[config.mk]
export PLATFORM = sky130hd
export DESIGN_NAME = mde_core
export DESIGN_NICKNAME = d
export VERILOG_FILES = /design/src/common/mde_pkg.sv /design/src/design/mde_alu.sv /design/src/design/mde_core.sv
export SDC_FILE = /design/constraint.sdc
export NUM_CORES = 1
export LEC_CHECK = 0
export ABC_AREA = 0
export BUFFER_PORTS_ARGS = -buffer_cell sky130_fd_sc_hd__buf_4
export CAP_MARGIN = 20
export CELL_PAD_IN_SITES_DETAIL_PLACEMENT = 1
export CELL_PAD_IN_SITES_GLOBAL_PLACEMENT = 1
export CORE_MARGIN = 2
export CORE_UTILIZATION = 35
export DETAILED_ROUTE_END_ITERATION = 10
export PLACE_DENSITY_LB_ADDON = 0.2
export SETUP_SLACK_MARGIN = 0.2
export SYNTH_ARGS = -nofsm -noshare
export SYNTH_HDL_FRONTEND = slang
export SYNTH_SLANG_ARGS = --single-unit
[constraint.sdc]
create_clock -name clk -period 7.8 [get_ports clk]
set_input_delay 0 -clock clk [delete_from_list [all_inputs] [get_ports clk]]
set_output_delay 0 -clock clk [all_outputs]
set_load 0.02 [all_outputs]
[src/common/mde_pkg.sv]
/*
  Shared constants and types of the instruction decode and execute block.
  Assumes a single 200 MHz core clock that also acts as the oscillator.
*/
package mde_pkg;

  // ***********************************************************
  // widths and field positions
  // ***********************************************************
  localparam int INSTR_W     = 14;
  localparam int DATA_W      = 8;
  localparam int FADDR_W     = 7;
  localparam int PC_W        = 13;
  localparam int LIT_JUMP_W  = 11;
  localparam int PAGE_W      = PC_W - LIT_JUMP_W;
  localparam int STACK_DEPTH = 8;
  localparam int SP_W        = 3;
  localparam int DEST_BIT    = 7;
  localparam int BSEL_LSB    = 7;
  localparam int CLASS_LSB   = 12;
  localparam int BOP_LSB     = 8;
  localparam int JSEL_BIT    = 11;

  // ***********************************************************
  // timing: oscillator periods per instruction cycle
  // ***********************************************************
  localparam real CLK_PERIOD_NS  = 5.0;
  localparam int  PHASES_PER_CYC = 4;

  // ***********************************************************
  // instruction classes and opcodes
  // ***********************************************************
  localparam logic [1:0] CLS_BYTE = 2'h0;
  localparam logic [1:0] CLS_BIT  = 2'h1;
  localparam logic [1:0] CLS_JUMP = 2'h2;
  localparam logic [1:0] CLS_LIT  = 2'h3;
  localparam logic [3:0] BOP_MISC = 4'h0;
  localparam logic [3:0] BOP_CLR  = 4'h1;
  localparam logic [3:0] BOP_SUB  = 4'h2;
  localparam logic [3:0] BOP_DEC  = 4'h3;
  localparam logic [3:0] BOP_IOR  = 4'h4;
  localparam logic [3:0] BOP_AND  = 4'h5;
  localparam logic [3:0] BOP_XOR  = 4'h6;
  localparam logic [3:0] BOP_ADD  = 4'h7;
  localparam logic [3:0] BOP_MOV  = 4'h8;
  localparam logic [3:0] BOP_COM  = 4'h9;
  localparam logic [3:0] BOP_INC  = 4'hA;
  localparam logic [3:0] BOP_DECSZ = 4'hB;
  localparam logic [3:0] BOP_RR   = 4'hC;
  localparam logic [3:0] BOP_RL   = 4'hD;
  localparam logic [3:0] BOP_SWAP = 4'hE;
  localparam logic [3:0] BOP_INCSZ = 4'hF;
  localparam logic [7:0] MISC_RETURN  = 8'h08;
  localparam logic [7:0] MISC_RETFIE  = 8'h09;
  localparam logic [7:0] MISC_SLEEP   = 8'h63;
  localparam logic [7:0] MISC_CLRWDT  = 8'h64;

  // ***********************************************************
  // reset values and fixed addresses
  // ***********************************************************
  localparam logic [PC_W-1:0]    PC_RESET   = 13'h0000;
  localparam logic [FADDR_W-1:0] PORT_ADDR  = 7'h05;
  localparam logic [DATA_W-1:0]  W_RESET    = 8'h00;
  localparam logic [SP_W-1:0]    SP_RESET   = 3'h0;

  typedef enum logic [3:0] {
    PH_Q1 = 4'b0001,
    PH_Q2 = 4'b0010,
    PH_Q3 = 4'b0100,
    PH_Q4 = 4'b1000
  } mde_phase_t;

  typedef struct packed {
    logic c;
    logic dc;
    logic z;
  } mde_status_t;

  typedef struct packed {
    logic instr_done;
    logic sleep_req;
    logic wdt_clear;
    logic int_return;
  } mde_ctrl_t;

  typedef struct packed {
    logic [DATA_W-1:0] result;
    mde_status_t       flags;
    mde_status_t       upd;
    logic              skip;
  } mde_alu_out_t;

endpackage

[src/design/mde_alu.sv]
/*
  Combinational arithmetic and logic unit of the decode and execute block.
  Assumes the instruction word, working value, operand and carry are stable.
*/
`timescale 1ns/1ps
`default_nettype none

module mde_alu
  import mde_pkg::*;
(
  // operands
  input  wire logic [INSTR_W-1:0] instr,
  input  wire logic [DATA_W-1:0]  w_val,
  input  wire logic [DATA_W-1:0]  f_val,
  input  wire logic               c_in,
  // result
  output mde_alu_out_t            alu_out
);

  // ***********************************************************
  // adder shared by all add, subtract, increment, decrement ops
  // ***********************************************************
  function automatic logic [9:0] add8(input logic [7:0] a, input logic [7:0] b,
                                      input logic cin);
    logic [4:0] lo;
    logic [8:0] full;
    lo   = {1'b0, a[3:0]} + {1'b0, b[3:0]} + {4'h0, cin};
    full = {1'b0, a} + {1'b0, b} + {8'h00, cin};
    return {full[8], lo[4], full[7:0]};
  endfunction

  // field selection
  wire logic [1:0]        cls  = instr[CLASS_LSB+1:CLASS_LSB];
  wire logic [3:0]        bop  = instr[BOP_LSB+3:BOP_LSB];
  wire logic [2:0]        bsel = instr[BSEL_LSB+2:BSEL_LSB];
  wire logic [DATA_W-1:0] lit  = instr[DATA_W-1:0];
  wire logic [DATA_W-1:0] bmask = 8'h01 << bsel;
  wire logic [9:0]        sum_wf = add8(f_val, w_val, 1'b0);
  wire logic [9:0]        sub_wf = add8(f_val, ~w_val, 1'b1);
  wire logic [9:0]        sum_wl = add8(lit, w_val, 1'b0);
  wire logic [9:0]        sub_wl = add8(lit, ~w_val, 1'b1);
  wire logic [9:0]        inc_f  = add8(f_val, 8'h01, 1'b0);
  wire logic [9:0]        dec_f  = add8(f_val, 8'hFF, 1'b0);

  // operation select; don't-care bits of literal ops are never decoded
  always_comb begin
    alu_out = '0;
    case (cls)
      CLS_BYTE: begin
        case (bop)
          BOP_MISC:  alu_out.result = w_val;
          BOP_CLR:   alu_out.result = 8'h00;
          BOP_SUB:   {alu_out.flags.c, alu_out.flags.dc, alu_out.result} = sub_wf;
          BOP_DEC:   alu_out.result = dec_f[7:0];
          BOP_IOR:   alu_out.result = w_val | f_val;
          BOP_AND:   alu_out.result = w_val & f_val;
          BOP_XOR:   alu_out.result = w_val ^ f_val;
          BOP_ADD:   {alu_out.flags.c, alu_out.flags.dc, alu_out.result} = sum_wf;
          BOP_MOV:   alu_out.result = f_val;
          BOP_COM:   alu_out.result = ~f_val;
          BOP_INC:   alu_out.result = inc_f[7:0];
          BOP_DECSZ: alu_out.result = dec_f[7:0];
          BOP_RR:    {alu_out.result, alu_out.flags.c} = {c_in, f_val};
          BOP_RL:    {alu_out.flags.c, alu_out.result} = {f_val, c_in};
          BOP_SWAP:  alu_out.result = {f_val[3:0], f_val[7:4]};
          default:   alu_out.result = inc_f[7:0];
        endcase
        alu_out.upd.c  = (bop == BOP_SUB) | (bop == BOP_ADD) | (bop == BOP_RR) |
                         (bop == BOP_RL);
        alu_out.upd.dc = (bop == BOP_SUB) | (bop == BOP_ADD);
        alu_out.upd.z  = ~(bop == BOP_MISC | bop == BOP_DECSZ | bop == BOP_RR |
                           bop == BOP_RL | bop == BOP_SWAP | bop == BOP_INCSZ);
        alu_out.skip   = (bop == BOP_DECSZ | bop == BOP_INCSZ) &
                         (alu_out.result == 8'h00);
      end
      CLS_BIT: begin
        alu_out.result = instr[10] ? (f_val | bmask) : (f_val & ~bmask);
        alu_out.skip   = instr[11] & (((f_val & bmask) != 8'h00) == instr[10]);
      end
      CLS_LIT: begin
        casez (bop)
          4'b00??, 4'b01??: alu_out.result = lit;
          4'b1000: alu_out.result = lit | w_val;
          4'b1001: alu_out.result = lit & w_val;
          4'b1010: alu_out.result = lit ^ w_val;
          4'b110?: {alu_out.flags.c, alu_out.flags.dc, alu_out.result} = sub_wl;
          default: {alu_out.flags.c, alu_out.flags.dc, alu_out.result} = sum_wl;
        endcase
        alu_out.upd.c  = bop[3] & bop[2];
        alu_out.upd.dc = bop[3] & bop[2];
        alu_out.upd.z  = bop[3];
      end
      default: alu_out.result = 8'h00;
    endcase
    alu_out.flags.z = (alu_out.result == 8'h00);
  end

endmodule

`default_nettype wire

[src/design/mde_core.sv]
/*
  Instruction decode and execute core: fetch, decode, file register
  read-modify-write, working register, status flags, call stack.
  Assumes program memory answers prog_addr within four clocks and the file
  register space answers a read combinationally in the same clock.
*/
`timescale 1ns/1ps
`default_nettype none

module mde_core
  import mde_pkg::*;
(
  // clock and reset
  input  wire logic               clk,
  input  wire logic               sys_rst,
  // program memory
  output logic [PC_W-1:0]         prog_addr,
  input  wire logic [INSTR_W-1:0] prog_data,
  input  wire logic [PAGE_W-1:0]  page_bits,
  // file register space
  output logic [FADDR_W-1:0]      file_addr,
  output logic                    file_rd_en,
  input  wire logic [DATA_W-1:0]  file_rd_data,
  output logic                    file_wr_en,
  output logic [DATA_W-1:0]       file_wr_data,
  // port pins and port change interrupt support
  input  wire logic [DATA_W-1:0]  port_pins,
  output logic                    port_read_clear,
  // core state
  output logic [DATA_W-1:0]       w_out,
  output mde_status_t             status,
  output mde_ctrl_t               ctrl
);

  // ***********************************************************
  // state
  // ***********************************************************
  mde_phase_t             phase_q;
  logic [PC_W-1:0]        pc_q;
  logic [INSTR_W-1:0]     instr_q;
  logic [FADDR_W-1:0]     faddr_q;
  logic                   flush_q;
  logic [DATA_W-1:0]      w_q;
  mde_status_t            status_q;
  logic [DATA_W-1:0]      fval_q;
  logic [DATA_W-1:0]      res_q;
  mde_alu_out_t           alu_q;
  mde_alu_out_t           alu_d;
  logic [PC_W-1:0]        stack_q [STACK_DEPTH];
  logic [SP_W-1:0]        sp_q;
  mde_ctrl_t              ctrl_q;
  logic [DATA_W-1:0]      pin_s1_q;
  logic [DATA_W-1:0]      pin_s2_q;
  logic [DATA_W-1:0]      pin_s3_q;
  logic [DATA_W-1:0]      pin_level_q;

  // ***********************************************************
  // decode
  // ***********************************************************
  // whole-word fields; the misc group is matched on its exact low byte and any other
  // misc pattern does nothing, so don't-care bits of the no-operation pattern have no effect
  wire logic [1:0] cls       = instr_q[CLASS_LSB+1:CLASS_LSB];
  wire logic [3:0] bop       = instr_q[BOP_LSB+3:BOP_LSB];
  wire logic       dest      = instr_q[DEST_BIT];
  wire logic       is_byte   = (cls == CLS_BYTE);
  wire logic       is_bit    = (cls == CLS_BIT);
  wire logic       is_jump   = (cls == CLS_JUMP);
  wire logic       is_lit    = (cls == CLS_LIT);
  wire logic       is_misc   = is_byte & (bop == BOP_MISC) & ~dest;
  wire logic       is_clrw   = is_byte & (bop == BOP_CLR) & ~dest;
  wire logic       is_ret    = is_misc & (instr_q[7:0] == MISC_RETURN);
  wire logic       is_retfie = is_misc & (instr_q[7:0] == MISC_RETFIE);
  wire logic       is_sleep  = is_misc & (instr_q[7:0] == MISC_SLEEP);
  wire logic       is_clrwdt = is_misc & (instr_q[7:0] == MISC_CLRWDT);
  wire logic       is_call   = is_jump & ~instr_q[JSEL_BIT];
  wire logic       is_retlw  = is_lit & (bop[3:2] == 2'b01);
  wire logic       exec_ok   = ~flush_q;

  // file read for every instruction that names a register, writers included
  wire logic       uses_file = (is_byte & ~is_misc & ~is_clrw) | is_bit;
  wire logic       wr_file   = (is_byte & dest) | (is_bit & ~instr_q[11]);
  wire logic       wr_w      = (is_byte & ~dest & ~is_misc) | is_lit;
  wire logic       pc_change = is_jump | is_retlw | is_ret | is_retfie;
  wire logic       two_cyc   = pc_change | alu_q.skip;
  wire logic       port_hit  = (faddr_q == PORT_ADDR);

  // next program counter: jump target, stack pop or sequential
  wire logic [PC_W-1:0] jump_tgt = {page_bits, instr_q[LIT_JUMP_W-1:0]};
  wire logic [SP_W-1:0] sp_dec   = sp_q - 3'h1;
  wire logic [PC_W-1:0] pc_inc   = pc_q + 13'h0001;
  wire logic [PC_W-1:0] pc_next  = ~exec_ok ? pc_inc :
                                   is_jump ? jump_tgt :
                                   (is_ret | is_retfie | is_retlw) ? stack_q[sp_dec] :
                                   pc_inc;

  // ***********************************************************
  // arithmetic unit
  // ***********************************************************
  mde_alu u_alu (
    .instr   (instr_q),
    .w_val   (w_q),
    .f_val   (fval_q),
    .c_in    (status_q.c),
    .alu_out (alu_d)
  );

  // ***********************************************************
  // phase sequencer
  // ***********************************************************
  // four clocks per instruction cycle; the clock is the oscillator
  always_ff @(posedge clk) begin
    if (sys_rst) begin
      phase_q <= PH_Q1;
    end else begin
      case (phase_q)
        PH_Q1:   phase_q <= PH_Q2;
        PH_Q2:   phase_q <= PH_Q3;
        PH_Q3:   phase_q <= PH_Q4;
        PH_Q4:   phase_q <= PH_Q1;
        default: phase_q <= PH_Q1;
      endcase
    end
  end

  // ***********************************************************
  // pin synchroniser
  // ***********************************************************
  // a pin bit is taken only once the second and third stages agree
  always_ff @(posedge clk) begin
    if (sys_rst) begin
      pin_s1_q    <= 8'h00;
      pin_s2_q    <= 8'h00;
      pin_s3_q    <= 8'h00;
      pin_level_q <= 8'h00;
    end else begin
      pin_s1_q    <= port_pins;
      pin_s2_q    <= pin_s1_q;
      pin_s3_q    <= pin_s2_q;
      pin_level_q <= (pin_s2_q & ~(pin_s2_q ^ pin_s3_q)) |
                     (pin_level_q & (pin_s2_q ^ pin_s3_q));
    end
  end

  // ***********************************************************
  // read, modify
  // ***********************************************************
  // operand captured at end of Q2, result at end of Q3
  always_ff @(posedge clk) begin
    if (sys_rst) begin
      fval_q <= 8'h00;
      res_q  <= 8'h00;
      alu_q  <= '0;
    end else begin
      if (phase_q == PH_Q2) begin
        fval_q <= port_hit ? pin_level_q : file_rd_data;
      end
      if (phase_q == PH_Q3) begin
        res_q <= alu_d.result;
        alu_q <= alu_d;
      end
    end
  end

  // ***********************************************************
  // write back and fetch
  // ***********************************************************
  // everything architectural changes at the end of Q4; a flushed cycle
  // only fetches, which is the trailing no-operation of a two-cycle op
  always_ff @(posedge clk) begin
    if (sys_rst) begin
      pc_q     <= PC_RESET;
      instr_q  <= '0;
      faddr_q  <= '0;
      flush_q  <= 1'b1;
      w_q      <= W_RESET;
      status_q <= '0;
      sp_q     <= SP_RESET;
      ctrl_q   <= '0;
    end else if (phase_q == PH_Q4) begin
      pc_q    <= pc_next;
      instr_q <= prog_data;
      faddr_q <= prog_data[FADDR_W-1:0];
      flush_q <= exec_ok & two_cyc;
      ctrl_q  <= {exec_ok, exec_ok & is_sleep, exec_ok & is_clrwdt,
                  exec_ok & is_retfie};
      if (exec_ok & wr_w) begin
        w_q <= res_q;
      end
      if (exec_ok) begin
        status_q.c  <= alu_q.upd.c ? alu_q.flags.c : status_q.c;
        status_q.dc <= alu_q.upd.dc ? alu_q.flags.dc : status_q.dc;
        status_q.z  <= alu_q.upd.z ? alu_q.flags.z : status_q.z;
      end
      if (exec_ok & is_call) begin
        sp_q <= sp_q + 3'h1;
      end else if (exec_ok & (is_ret | is_retfie | is_retlw)) begin
        sp_q <= sp_dec;
      end
    end else begin
      ctrl_q <= '0;
    end
  end

  // return stack, circular; the pushed value is the already advanced pc
  always_ff @(posedge clk) begin
    if ((phase_q == PH_Q4) & exec_ok & is_call) begin
      stack_q[sp_q] <= pc_q;
    end
  end

  // ***********************************************************
  // outputs
  // ***********************************************************
  // strobes are combinational from phase so the partner sees one clock
  assign file_rd_en      = (phase_q == PH_Q2) & exec_ok & uses_file;
  assign file_wr_en      = (phase_q == PH_Q4) & exec_ok & wr_file;
  assign port_read_clear = file_rd_en & port_hit;
  assign prog_addr       = pc_q;
  assign file_addr       = faddr_q;
  assign file_wr_data    = res_q;
  assign w_out           = w_q;
  assign status          = status_q;
  assign ctrl            = ctrl_q;

endmodule

`default_nettype wire

== Word level (Yosys, flattened, before mapping) ==
Memories as Yosys holds them, arrays and structs flattened.
Index checks and enable logic that the tools add are counted.
Operators by class
  multiplexer cells: 20
  eq/ne operators: 30
  shifts and indexed selects: 1
  bitwise operators: 74
  reductions and logical operators: 16
  $add $sub $neg: 17
Operator list (number)
  8-bit one-hot mux with 13 select lines: 1
  8-bit AND: 6
  8-bit one-hot mux with 5 select lines: 1
  13-bit two-way mux: 3
  8-bit by 8-bit adder with 9-bit output: 4
  4-bit == test (second input constant): 9
  1-bit AND: 32
  8-bit NOT: 4
  8-bit bitwise OR: 4
  8-bit two-way mux: 3
  8-bit one-hot mux with 3 select lines: 1
  8-bit bitwise XOR: 3
  4-bit by 4-bit adder with 5-bit output: 4
  4-bit by 3-bit == test with 1-bit output (second input constant): 5
  9-bit by 1-bit adder with 9-bit output (second input constant): 2
  1-bit bitwise OR: 18
  8-bit by 4-bit == test with 1-bit output (second input constant): 2
  8-bit by 7-bit == test with 1-bit output (second input constant): 2
  8-bit zero test: 2
  13-bit by 1-bit adder with 13-bit output (second input constant): 1
  4-bit by 2-bit == test with 1-bit output (second input constant): 3
  4-bit one-hot mux with 3 select lines: 1
  5-bit by 1-bit adder with 5-bit output (second input constant): 2
  3-bit AND reduction: 3
  other kinds (25): 42
Word-level totals
  input port bits: 34
  logic and storage cells: 186
  bits in writable memories: 104
  memories kept: 1
  bits in registers: 112
Memory list
  stack_q: words 8, width 13, rd ports 1, clocked after Yosys merged registers in 0, write ports 1, line mde_core.sv:49  | logic [PC_W-1:0] stack_q [STACK_DEPTH];

== Logic depth before layout (Yosys ltp) ==
Gate-level depths: netlist (run 1).
  depth in word-level cells: 9
  gate-level depth with buffers: 15
  depth with buffers taken out: 12

== Hierarchy ==
A second synthesis (run 1) with hierarchy kept.
Unflattened totals
  cells, all modules: 1205
  area, all modules: 12175.4 um^2
By module, submodules not included
  mde_core: cells each 651, sequential area each 5225.0 um^2, times used 1, area an instance 8325.5 um^2
  mde_alu: cells each 554, sequential area each 0.0 um^2, times used 1, area an instance 3849.9 um^2

== Worst setup path before layout (run 1) ==
No wires, ideal clock.
  kind: reg-to-reg
  start: reg instr_q[8]
  end: reg alu_q[4] (netlist bit)
  buffers on the path: 3
  path slack: 4.542 ns
  arrival time: 3.171 ns
  stages on the path, launching flop included: 15
  path through: dfxtp_1 > buf_6 > buf_6 > buf_2 > nand2_1 > nor2_1 > ha_1 > a21oi_1 > o2111ai_1 > a21o_1 > a21oi_1 > xnor2_1 > a211o_1 > a221o_1 > o31ai_1
On the way
  cells in the longest elaborated chain, start to end: 6
  elaborated cells between the ends (all ways): 26
RTL lines
  start: declaration: line mde_core.sv:40  | logic [INSTR_W-1:0] instr_q;
  start signal: assignment: line mde_core.sv:181  | instr_q <= prog_data;
  4-bit by 2-bit == test with 1-bit output, or another cell as far along: line mde_alu.sv:50  | case (bop)
  2-bit OR reduction (no line) or 8-bit NOT (tied branches)
  8-bit one-hot mux with 13 select lines or 8-bit AND (tied branches): line mde_alu.sv:50, mde_alu.sv:77
  8-bit two-way mux, on equally long branches: line mde_alu.sv:48, mde_alu.sv:77
  8-bit one-hot mux with 3 select lines *: line mde_alu.sv:48  | case (cls)
  8-bit zero test *: line mde_alu.sv:95  | alu_out.flags.z = (alu_out.result == 8'h00);
  end signal: assignment: line mde_core.sv:159  | alu_q <= alu_d;
  end: declaration: line mde_core.sv:47  | mde_alu_out_t alu_q;
Every way passes the cells marked *; elsewhere a longest branch is shown, timed or not. The select of a mux whose other input is x is not followed.
A chain may end at the register's enable or synchronous reset.

== Final worst setup path (run 1) ==
  start: reg instr_q[9]
  end: reg alu_q[4] (netlist bit)
The elaborated chain is that of the path after synthesis.

==> flow_summary.ini, run 1 <==
[setup_path]
start_kind = flip-flop
crit_end = alu_q[4]
r2r_slack_ns = 3.52
required_ns = 8.24
worstSetupEndpointType = flip-flop
cp.arrival_ns = 4.71
reg2reg_depth = 13
worstSetupPathType = flip-flop to flip-flop
crit_fanout = 38
setup.worst_path.start = instr_q[9]
r2r-start = instr_q[9]
worstReg2RegEnd = alu_q[4]

[grt]
grt_util_met2_pct = 37.4
grt_pass1_vias = 10200
grt_overflow_total = 0
top_usage_layer = met2
grt_usage_pct = 22.7
grt_pass1_wl_um = 62600
use_met3_pct = 3.36
antenna_found_initial = 1
grt_max_degree = 69
use_met1_pct = 30.8

[final_layout]
drive_gt1_share_pct = 15.3
antenna_cells = 0
nNetsFinal = 1411
final_common_cell = nand2_1
fin_util_pct = 42.4
area_delta_synth_final_pct = 18.6
layout_common_cells = nand2_1 (118), edfxtp_1 (104), dfxtp_1 (101)

[cts]
ctsHoldBuffers = 41
clk_pin_slew_worst_paths_ns = 0.07
cts_tree = done
root_buffer = clkbuf_16
numCtsBuffers = 25
clockBufferDepth = 3
h-tree-depth = 1
cts_sinks = 209
post_cts_buffers = 0
postCtsResizedCells = 0
insertion_delay_ns = 0.54

[logic_synthesis]
syn-num-nets = 1326
synth_top_area_cell = edfxtp_1
synth_top_family_by_area = compound AO/OA/AOI/OAI gates
synth.distinct_cells = 84
synth-seq-cells = 209
synth_xor_area_share_pct = 1.45
yosys.area.top_type_share_pct = 25.9
synth.top_cells.by_area = edfxtp_1 (26%), dfxtp_1 (17%), ha_1 (6.5%)
synthArstFlopShare_pct = 0
synth-adder-area-share_pct = 7.37
syn_area_per_cell_um2 = 9.84
synth_compound_area_share_pct = 17.7
ys_warn_count = 0
synthMuxAreaShare_pct = 8.58
postSynthCellCount = 1224
synth_edf_count = 104
synth-simple-area-share_pct = 16.0
synth_ff_type = dfxtp_1
ys_seq_area_share_pct = 43.4
syn_area_um2 = 12000

[power_and_ir_drop]
totalPowerFinal_mw = 2.61
power_frac_seq_pct = 45.5
pwr-share-comb_pct = 6.9
power_switching_uw = 621
p_int_mw = 1.99
pwr-share-clk_pct = 47.5
p_leak_nw = 5.12
p_sw_share_pct = 23.8
powerDensity_nw_per_um2 = 183
ir_drop_mv = 0.173

[floorplan]
die_x_um = 190
start_util_pct = 35.8
ios = 80
rows = 67
core_um2 = 33700
fp.dieArea_um2 = 35900
die_h_um = 190

[routing]
via_count = 10000
wirelength_um = 41200
via_per_inst = 5.65
first_pass_iters = 5
drc = 0
drtIter0Drc = 777
wire_per_inst_um = 23.2
ant_nets = 0

[timing]
slew_viol_final = 0
final_hold_viol_count = 0
worst_slack_ns = 3.52
fin_crit_sh_pct = 54.8
worst_pin_slew_ns = 1.05
skew_ns = 0.0196
min_period_ns = 4.28
rsz0062_at_grt = false
slew_headroom_pct = 29.9
finalSetupViolations = 0
fmax_ghz = 0.234
finalSetupTns_ns = 0

[place]
gp_congestion = 0.917
port_buffers = 79
pre_cts_slack_ns = 3.64
post-dp-hpwl_um = 28900

[hold_path]
worstHoldPathType = primary input to flip-flop
min_path_cells = 4

[job]
max-cap-violations = 0

[status]
outcome = completed
==> power by group through the flow <==
| stage | clock network (mW) | logic, mW | registers [mW] |
|---|---|---|---|
| 2_1_floorplan | 0 | 0.109 | 1.20 |
| 5_1_grt | 1.32 | 0.200 | 1.19 |
| 6_report | 1.24 | 0.181 | 1.19 |
| 4_1_cts | 1.28 | 0.181 | 1.19 |
| 3_3_place_gp | 0 | 0.162 | 1.21 |
| 3_5_place_dp | 0 | 0.164 | 1.21 |
==> flip-flops by register name, indices dropped and copies added (netlist names), 3 cells and up, named ones only <==
signal	count
phase_q	4
pin_s1_q	8
file_wr_data	8
stack_q	104
status	3
w_out	8
fval_q	8
alu_q	7
ctrl	4
prog_addr	13
pin_s2_q	8
instr_q	14
sp_q	3
pin_s3_q	8
==> worst max-delay path, cell delays in order (launching register included) <==
cell      delay [ns]
dfxtp_2         0.72
buf_4           0.49
nand2_1         0.16
nor2_1          0.52
inv_1           0.13
fa_1            0.43
nand2b_1        0.18
a21oi_1         0.19
o22ai_1         0.13
mux2i_1         0.14
a2111o_1        0.35
a221oi_1        0.40
nand3b_1        0.13
o31ai_1         0.20
==> synthesized netlist by cell type (all sizes together), types with 9 or more instances <==
library cell / number
nand2: 118
dfxtp: 105
edfxtp: 104
nor2: 98
a21oi: 94
ha: 63
inv: 60
o21ai: 57
clkbuf: 43
buf: 42
nor2b: 41
mux2i: 38
nand3: 28
mux4: 26
a211oi: 21
nand2b: 19
nor3: 15
o211ai: 14
o22ai: 14
a31oi: 13
xnor2: 13
a22oi: 12
o31ai: 12
nor3b: 10
a221oi: 9
nor4: 9
==> area by class of cell <==
type	count	area, µm²
fillers	3808	19400
multi-input cells	870	6200
flip-flops and latches	209	5230
repair buffers	143	1190
clock buffers	28	657
well taps	448	561
inverters	60	225
clock inverters	17	223
==> stage by stage <==
| step | area [µm²] | cells | hold slack, ns |
|---|---|---|---|
| after CTS | 14300 | 1773 | 0.226 |
| after global placement | 13000 | 1687 | 0.209 |
| final | 14300 | 1775 | 0.259 |
| after global routing | 14300 | 1775 | 0.263 |
| after floorplan | 12000 | 1224 | 0.128 |
| after detailed placement | 13000 | 1687 | 0.219 |
==> layer usage <==
layer,vias up,share of wire (%)
li1,4674,-
met1,5036,45
met2,235,47
met3,79,4.8
met4,2,3.3
met5,-,0.036
==> how the worst min path moves through the flow <==
stage	slack, ns	to	from
2_1_floorplan	0.13	pin_s1_q[0]	port_pins[0]
3_3_place_gp	0.21	pin_s1_q[5]	port_pins[5]
3_5_place_dp	0.22	pin_s1_q[1]	port_pins[1]
4_1_cts	0.23	instr_q[3]	prog_data[3]
5_1_grt	0.26	instr_q[1]	prog_data[1]
6_report	0.26	instr_q[1]	prog_data[1]
==> cells by family (layout without fill, tap and decap cells) <==
| family | after synthesis | count (layout) |
|---|---|---|
| xor gates and xnor gates | 20 | 20 |
| and+or+nand+nor | 389 | 389 |
| AOI/OAI and AO/OA | 323 | 323 |
| DFF | 209 | 209 |
| muxes | 70 | 70 |
| buffers and inverters | 145 | 248 |
| adders and majority gates | 68 | 68 |
Note: power is estimated with default switching activity, not from simulation.
==> run 2: changes to the inputs <==
==> constraint.sdc (replaced) <==
create_clock -name clk -period 4.25 [get_ports clk]
set_input_delay 0 -clock clk [delete_from_list [all_inputs] [get_ports clk]]
set_output_delay 0 -clock clk [all_outputs]
set_load 0.02 [all_outputs]
==> run 2 against run 1 <==
  * Via count is 1.3% higher
  * Sequential power is 82% higher
  * Global-route usage is 1.8 points higher
  * Sequential share of layout area is 0.18 points lower
  * Critical path depth is 3 lower
  * Core utilization is 0.21 points higher
  * Non-clock buffer count is 17 higher
  * First-iteration DRC count is 0.13% lower
==> flow_summary.ini, run 2 (synthesized netlist as in run 1, its figures left out) <==
[status]
outcome = completed

[cts]
insertion_delay_ns = 0.54
numCtsBuffers = 25
root_buffer = clkbuf_16
post_cts_buffers = 0
cts_tree = done
clk_pin_slew_worst_paths_ns = 0.06
postCtsResizedCells = 0
cts_sinks = 209
h-tree-depth = 1
clockBufferDepth = 3

[final_layout]
layout_common_cells = buf_4 (127), nand2_1 (118), edfxtp_1 (104)
regArea_um2 = 5230
largest_reg_flops = 104
final_common_cell = buf_4
final_cells = 1793
antenna_cells = 0
fillers = 3813
drive_gt1_share_pct = 16.5
top_register = stack_q
area_delta_synth_final_pct = 19.1
multi_input_area_um2 = 6200
nNetsFinal = 1428

[timing]
skew_ns = 0.0211
worst_pin_slew_ns = 0.929
slew_headroom_pct = 37.9
rsz0062_at_grt = false
slew_viol_final = 0
final_hold_viol_count = 0
finalSetupTns_ns = 0
finalSetupViolations = 0
fmax_ghz = 0.262
fin_crit_sh_pct = 89.8
min_period_ns = 3.82
whs_ns = 0.0338

[setup_path]
worstSetupEndpointType = flip-flop
cp.arrival_ns = 4.24
reg2reg_depth = 10
start_kind = flip-flop
worstSetupPathType = flip-flop to flip-flop
crit_fanout = 12
required_ns = 4.67

[power_and_ir_drop]
ir_drop_mv = 0.340
p_leak_nw = 5.18
totalPowerFinal_mw = 4.74
powerDensity_nw_per_um2 = 330

[routing]
drtIter0Drc = 776
via_per_inst = 5.67
first_pass_iters = 6
wirelength_um = 44200
drc = 0
ant_nets = 0
via_count = 10200
wire_per_inst_um = 24.6

[place]
port_buffers = 79
post-dp-hpwl_um = 31300
placed_cells = 1715
gp_congestion = 0.914

[floorplan]
die_h_um = 190
ios = 80
start_util_pct = 35.8
die_x_um = 190
rows = 67
fp.dieArea_um2 = 35900
core_um2 = 33700

[job]
max-cap-violations = 0

[grt]
grt_max_degree = 67
grt_pass1_vias = 10300
grt_usage_pct = 24.6
grt_overflow_total = 0
antenna_found_initial = 0
grt_pass1_wl_um = 66800

[hold_path]
min_path_cells = 2
worstHoldPathType = primary input to flip-flop
## run 2: cell count changes in the layout (fill, tap and decap cells not counted), sizes merged
cell	before	now
buf	102	128
dlygate4sd3	41	32
clkbuf	28	34
inv	66	62
bufinv	4	3
clkinv	6	5
clkinvlp	1	2
## run 2: path summary, 6_finish.rpt
kind | to | startpoint | slack, ns
worst min-delay path | pin_s1_q[3] | sys_rst | 0.03
worst min register to register | pin_s2_q[3] | pin_s1_q[3] | 0.44
worst max-delay path | alu_q[4] | fval_q[1] | 0.43
worst max register to register | alu_q[4] | fval_q[1] | 0.43
## run 2: report_power, final
group	total (mW)	internal, mW	leakage [nW]	switching, mW
clock	2.21	1.34	0.408	0.873
combinational	0.359	0.152	2.95	0.208
sequential	2.17	2.12	1.82	0.0416
## run 2: worst max-delay path, stage by stage, from the launching register on
cell      delay [ns]
dfxtp_1         0.64
inv_1           0.26
ha_1            0.40
or2_1           0.23
a221oi_1        0.54
nor3b_1         0.12
o21ai_0         0.15
or3b_1          0.38
a211o_1         0.31
a221o_1         0.39
o31ai_1         0.28
## run 2: area by class of cell
class                   count  share of cell area [%]
well taps                 448                    3.91
clock buffers              34                    4.88
flip-flops and latches    209                    36.4
multi-input cells         870                    43.2
clock inverters            12                    1.01
inverters                  60                    1.57
repair buffers            160                    9.01
## run 2: through the flow
stage	worst slack (ns)	util, %	cell area [µm²]
floorplan	0.992	-	12000
global placement	0.671	39.1	13200
detailed placement	0.585	39.1	13200
CTS	0.543	42.6	14400
global route	0.237	42.6	14400
finish	0.433	42.6	14400
## run 2: routing by layer
| metal | global-route usage, % | routed length (µm) | vias up |
|---|---|---|---|
| met5 | 0 | 0 | - |
| met4 | 7.27 | 1260 | 0 |
| met3 | 2.55 | 2010 | 70 |
| met2 | 39.8 | 20300 | 297 |
| met1 | 34.8 | 20600 | 5091 |
| li1 | - | - | 4701 |
## run 2: repair_timing
action                                  CTS  global route
hold buffers                             32             0
endpoints found under the setup margin    0             0
endpoints found under the hold margin    32             0
==> run 3: changes to the inputs <==
--- a/config.mk
+++ b/config.mk
@@ -5,7 +5,7 @@
 export SDC_FILE = /design/constraint.sdc
 export NUM_CORES = 1
 export LEC_CHECK = 0
-export ABC_AREA = 0
+export ABC_AREA = 1
 export BUFFER_PORTS_ARGS = -buffer_cell sky130_fd_sc_hd__buf_4
 export CAP_MARGIN = 20
 export CELL_PAD_IN_SITES_DETAIL_PLACEMENT = 1
==> run 3 against run 2 <==
  * Fmax increased by 16%
  * Sequential share of layout area rose by 0.39 points
  * Clock power decreased by 8%
  * Die area shrank 1.0%
  * Synthesized area fell by 1.0%
  * Sequential power hardly changed
==> flow_summary.ini, run 3 <==
[setup_path]
cp.arrival_ns = 3.77
worstSetupEndpointType = flip-flop
worstSetupPathType = flip-flop to flip-flop
crit_fanout = 10
required_ns = 4.72
start_kind = flip-flop

[logic_synthesis]
synthArstFlopShare_pct = 0
synth_top_area_cell = edfxtp_1
synth_edf_count = 104
syn_area_per_cell_um2 = 7.73
synth.distinct_cells = 43
ys_seq_area_share_pct = 43.8
synth.top_cells.by_area = edfxtp_1 (26%), dfxtp_1 (18%), nand2_1 (9.7%)
yosys.area.top_type_share_pct = 26.2
syn-num-nets = 1644
syn_area_um2 = 11900
postSynthCellCount = 1542
synth_ff_type = dfxtp_1
synth-seq-cells = 209
ys_warn_count = 0
synth_common_cells = nand2_1 (309), inv_1 (179), nor2_1 (168)
synth_most_common_cell = nand2_1

[place]
placed_cells = 2026
port_buffers = 79
gp_congestion = 0.947
post-dp-hpwl_um = 32800

[routing]
wire_per_inst_um = 21.1
via_per_inst = 5.32
drc = 0
first_pass_iters = 5
ant_nets = 0
via_count = 11200
drtIter0Drc = 765
wirelength_um = 44600

[floorplan]
die_x_um = 189
rows = 67
ios = 80
core_um2 = 33500
fp.dieArea_um2 = 35600
die_h_um = 189
start_util_pct = 35.6

[grt]
grt_pass1_wl_um = 69100
antenna_found_initial = 1
grt_overflow_total = 0
grt_usage_pct = 25.1
grt_max_degree = 56
grt_pass1_vias = 11700

[final_layout]
largest_reg_flops = 104
final_cells = 2113
top_register = stack_q
final_common_cell = nand2_1
drive_gt1_share_pct = 10.2
area_delta_synth_final_pct = 19.0
layout_common_cells = nand2_1 (309), inv_1 (179), nor2_1 (168)
nNetsFinal = 1749

[cts]
root_buffer = clkbuf_16
postCtsResizedCells = 0
clockBufferDepth = 3
insertion_delay_ns = 0.55
cts_sinks = 209
h-tree-depth = 1
numCtsBuffers = 25
cts_tree = done
clk_pin_slew_worst_paths_ns = 0.06

[power_and_ir_drop]
ir_drop_mv = 0.251
totalPowerFinal_mw = 4.55
powerDensity_nw_per_um2 = 321
p_leak_nw = 6.10

[timing]
fin_crit_sh_pct = 77.6
worst_pin_slew_ns = 0.970
skew_ns = 0.0129
slew_headroom_pct = 35.3
rsz0062_at_grt = false
min_period_ns = 3.30
finalSetupTns_ns = 0
final_hold_viol_count = 0
slew_viol_final = 0
finalSetupViolations = 0
fmax_ghz = 0.303

[status]
outcome = completed

[hold_path]
worstHoldPathType = primary input to flip-flop

[job]
max-cap-violations = 0
-- run 3: changes by cell type after synthesis, sizes merged, moves of 26 or more --
| cell | change |
|---|---|
| inv | +125 |
| mux2i | -38 |
| nor2b | -41 |
| mux4 | -26 |
| o21ai | +80 |
| nand3 | +75 |
| nand2 | +197 |
| nor2 | +76 |
-- run 3: area by class of cell --
class,instances,area (µm²)
Fill cell,4158,19300
Sequential cell,209,5230
Clock buffer,32,652
Inverter,187,702
Clock inverter,12,106
Tap cell,448,561
Antenna cell,1,2.50
Timing Repair Buffer,149,1230
Multi-Input combinational cell,1075,5710
-- run 3: per-stage QoR --
stage	worst slack (ns)	hold WS [ns]	utilization [%]	instance area (µm²)
5_1_grt	0.700	0.344	42.3	14200
2_1_floorplan	1.46	0.107	-	11900
6_report	0.950	0.306	42.3	14200
4_1_cts	0.968	0.286	42.3	14200
3_3_place_gp	1.08	0.200	38.8	13000
3_5_place_dp	1.01	0.209	38.8	13000
-- run 3: layer usage --
| layer | vias to the layer above | GRT usage [%] | share of wire, % |
|---|---|---|---|
| met2 | 269 | 43.7 | 49 |
| met4 | 0 | 11.6 | 4.9 |
| li1 | 5396 | - | - |
| met3 | 108 | 2.70 | 3.8 |
| met1 | 5476 | 31.3 | 42 |
| met5 | - | 0 | 0 |
-- run 3: timing repair --
| action | 4_1_cts | 5_1_grt |
|---|---|---|
| setup endpoints to repair | 0 | 0 |
| hold buffers | 41 | 0 |
| setup buffers | 0 | 0 |
| endpoints found under the hold margin | 62 | 0 |
-- run 3: critical path: stages, from the launching register on --
cell,delay [ns]
dfxtp_1,0.65
nand2_1,0.21
nor2_1,0.52
ha_1,0.44
nand3_1,0.13
nand3_1,0.12
xnor2_1,0.26
nand2_1,0.13
nand3_1,0.10
nand2_1,0.07
nand2_1,0.10
nand2_1,0.06
nor2_1,0.17
nand3_1,0.10
a21oi_1,0.15
-- run 3: worst paths after layout --
kind	cells past startpoint	start	endpoint	slack, ns
worst max-delay path	14	instr_q[9]	alu_q[4]	0.95
worst min-delay path	4	prog_data[12]	instr_q[12]	0.31
worst max register to register	14	instr_q[9]	alu_q[4]	0.95
worst min register to register	2	pin_s1_q[1]	pin_s2_q[1]	0.41
-- run 3: power breakdown --
part / internal [mW] / total, mW / switching [mW]
clock network: 1.15 / 2.03 / 0.882
registers: 2.12 / 2.16 / 0.0395
logic: 0.135 / 0.356 / 0.221
-- run 3: cell families after synthesis --
kind of cell / after synthesis / synth area share, %
AOI/OAI and AO/OA: 345 / 16.3
buffers and inverters: 258 / 8.60
DFF: 209 / 43.8
adders and majority gates: 68 / 7.45
xor gates and xnor gates: 17 / 1.25
and+or+nand+nor: 645 / 22.6
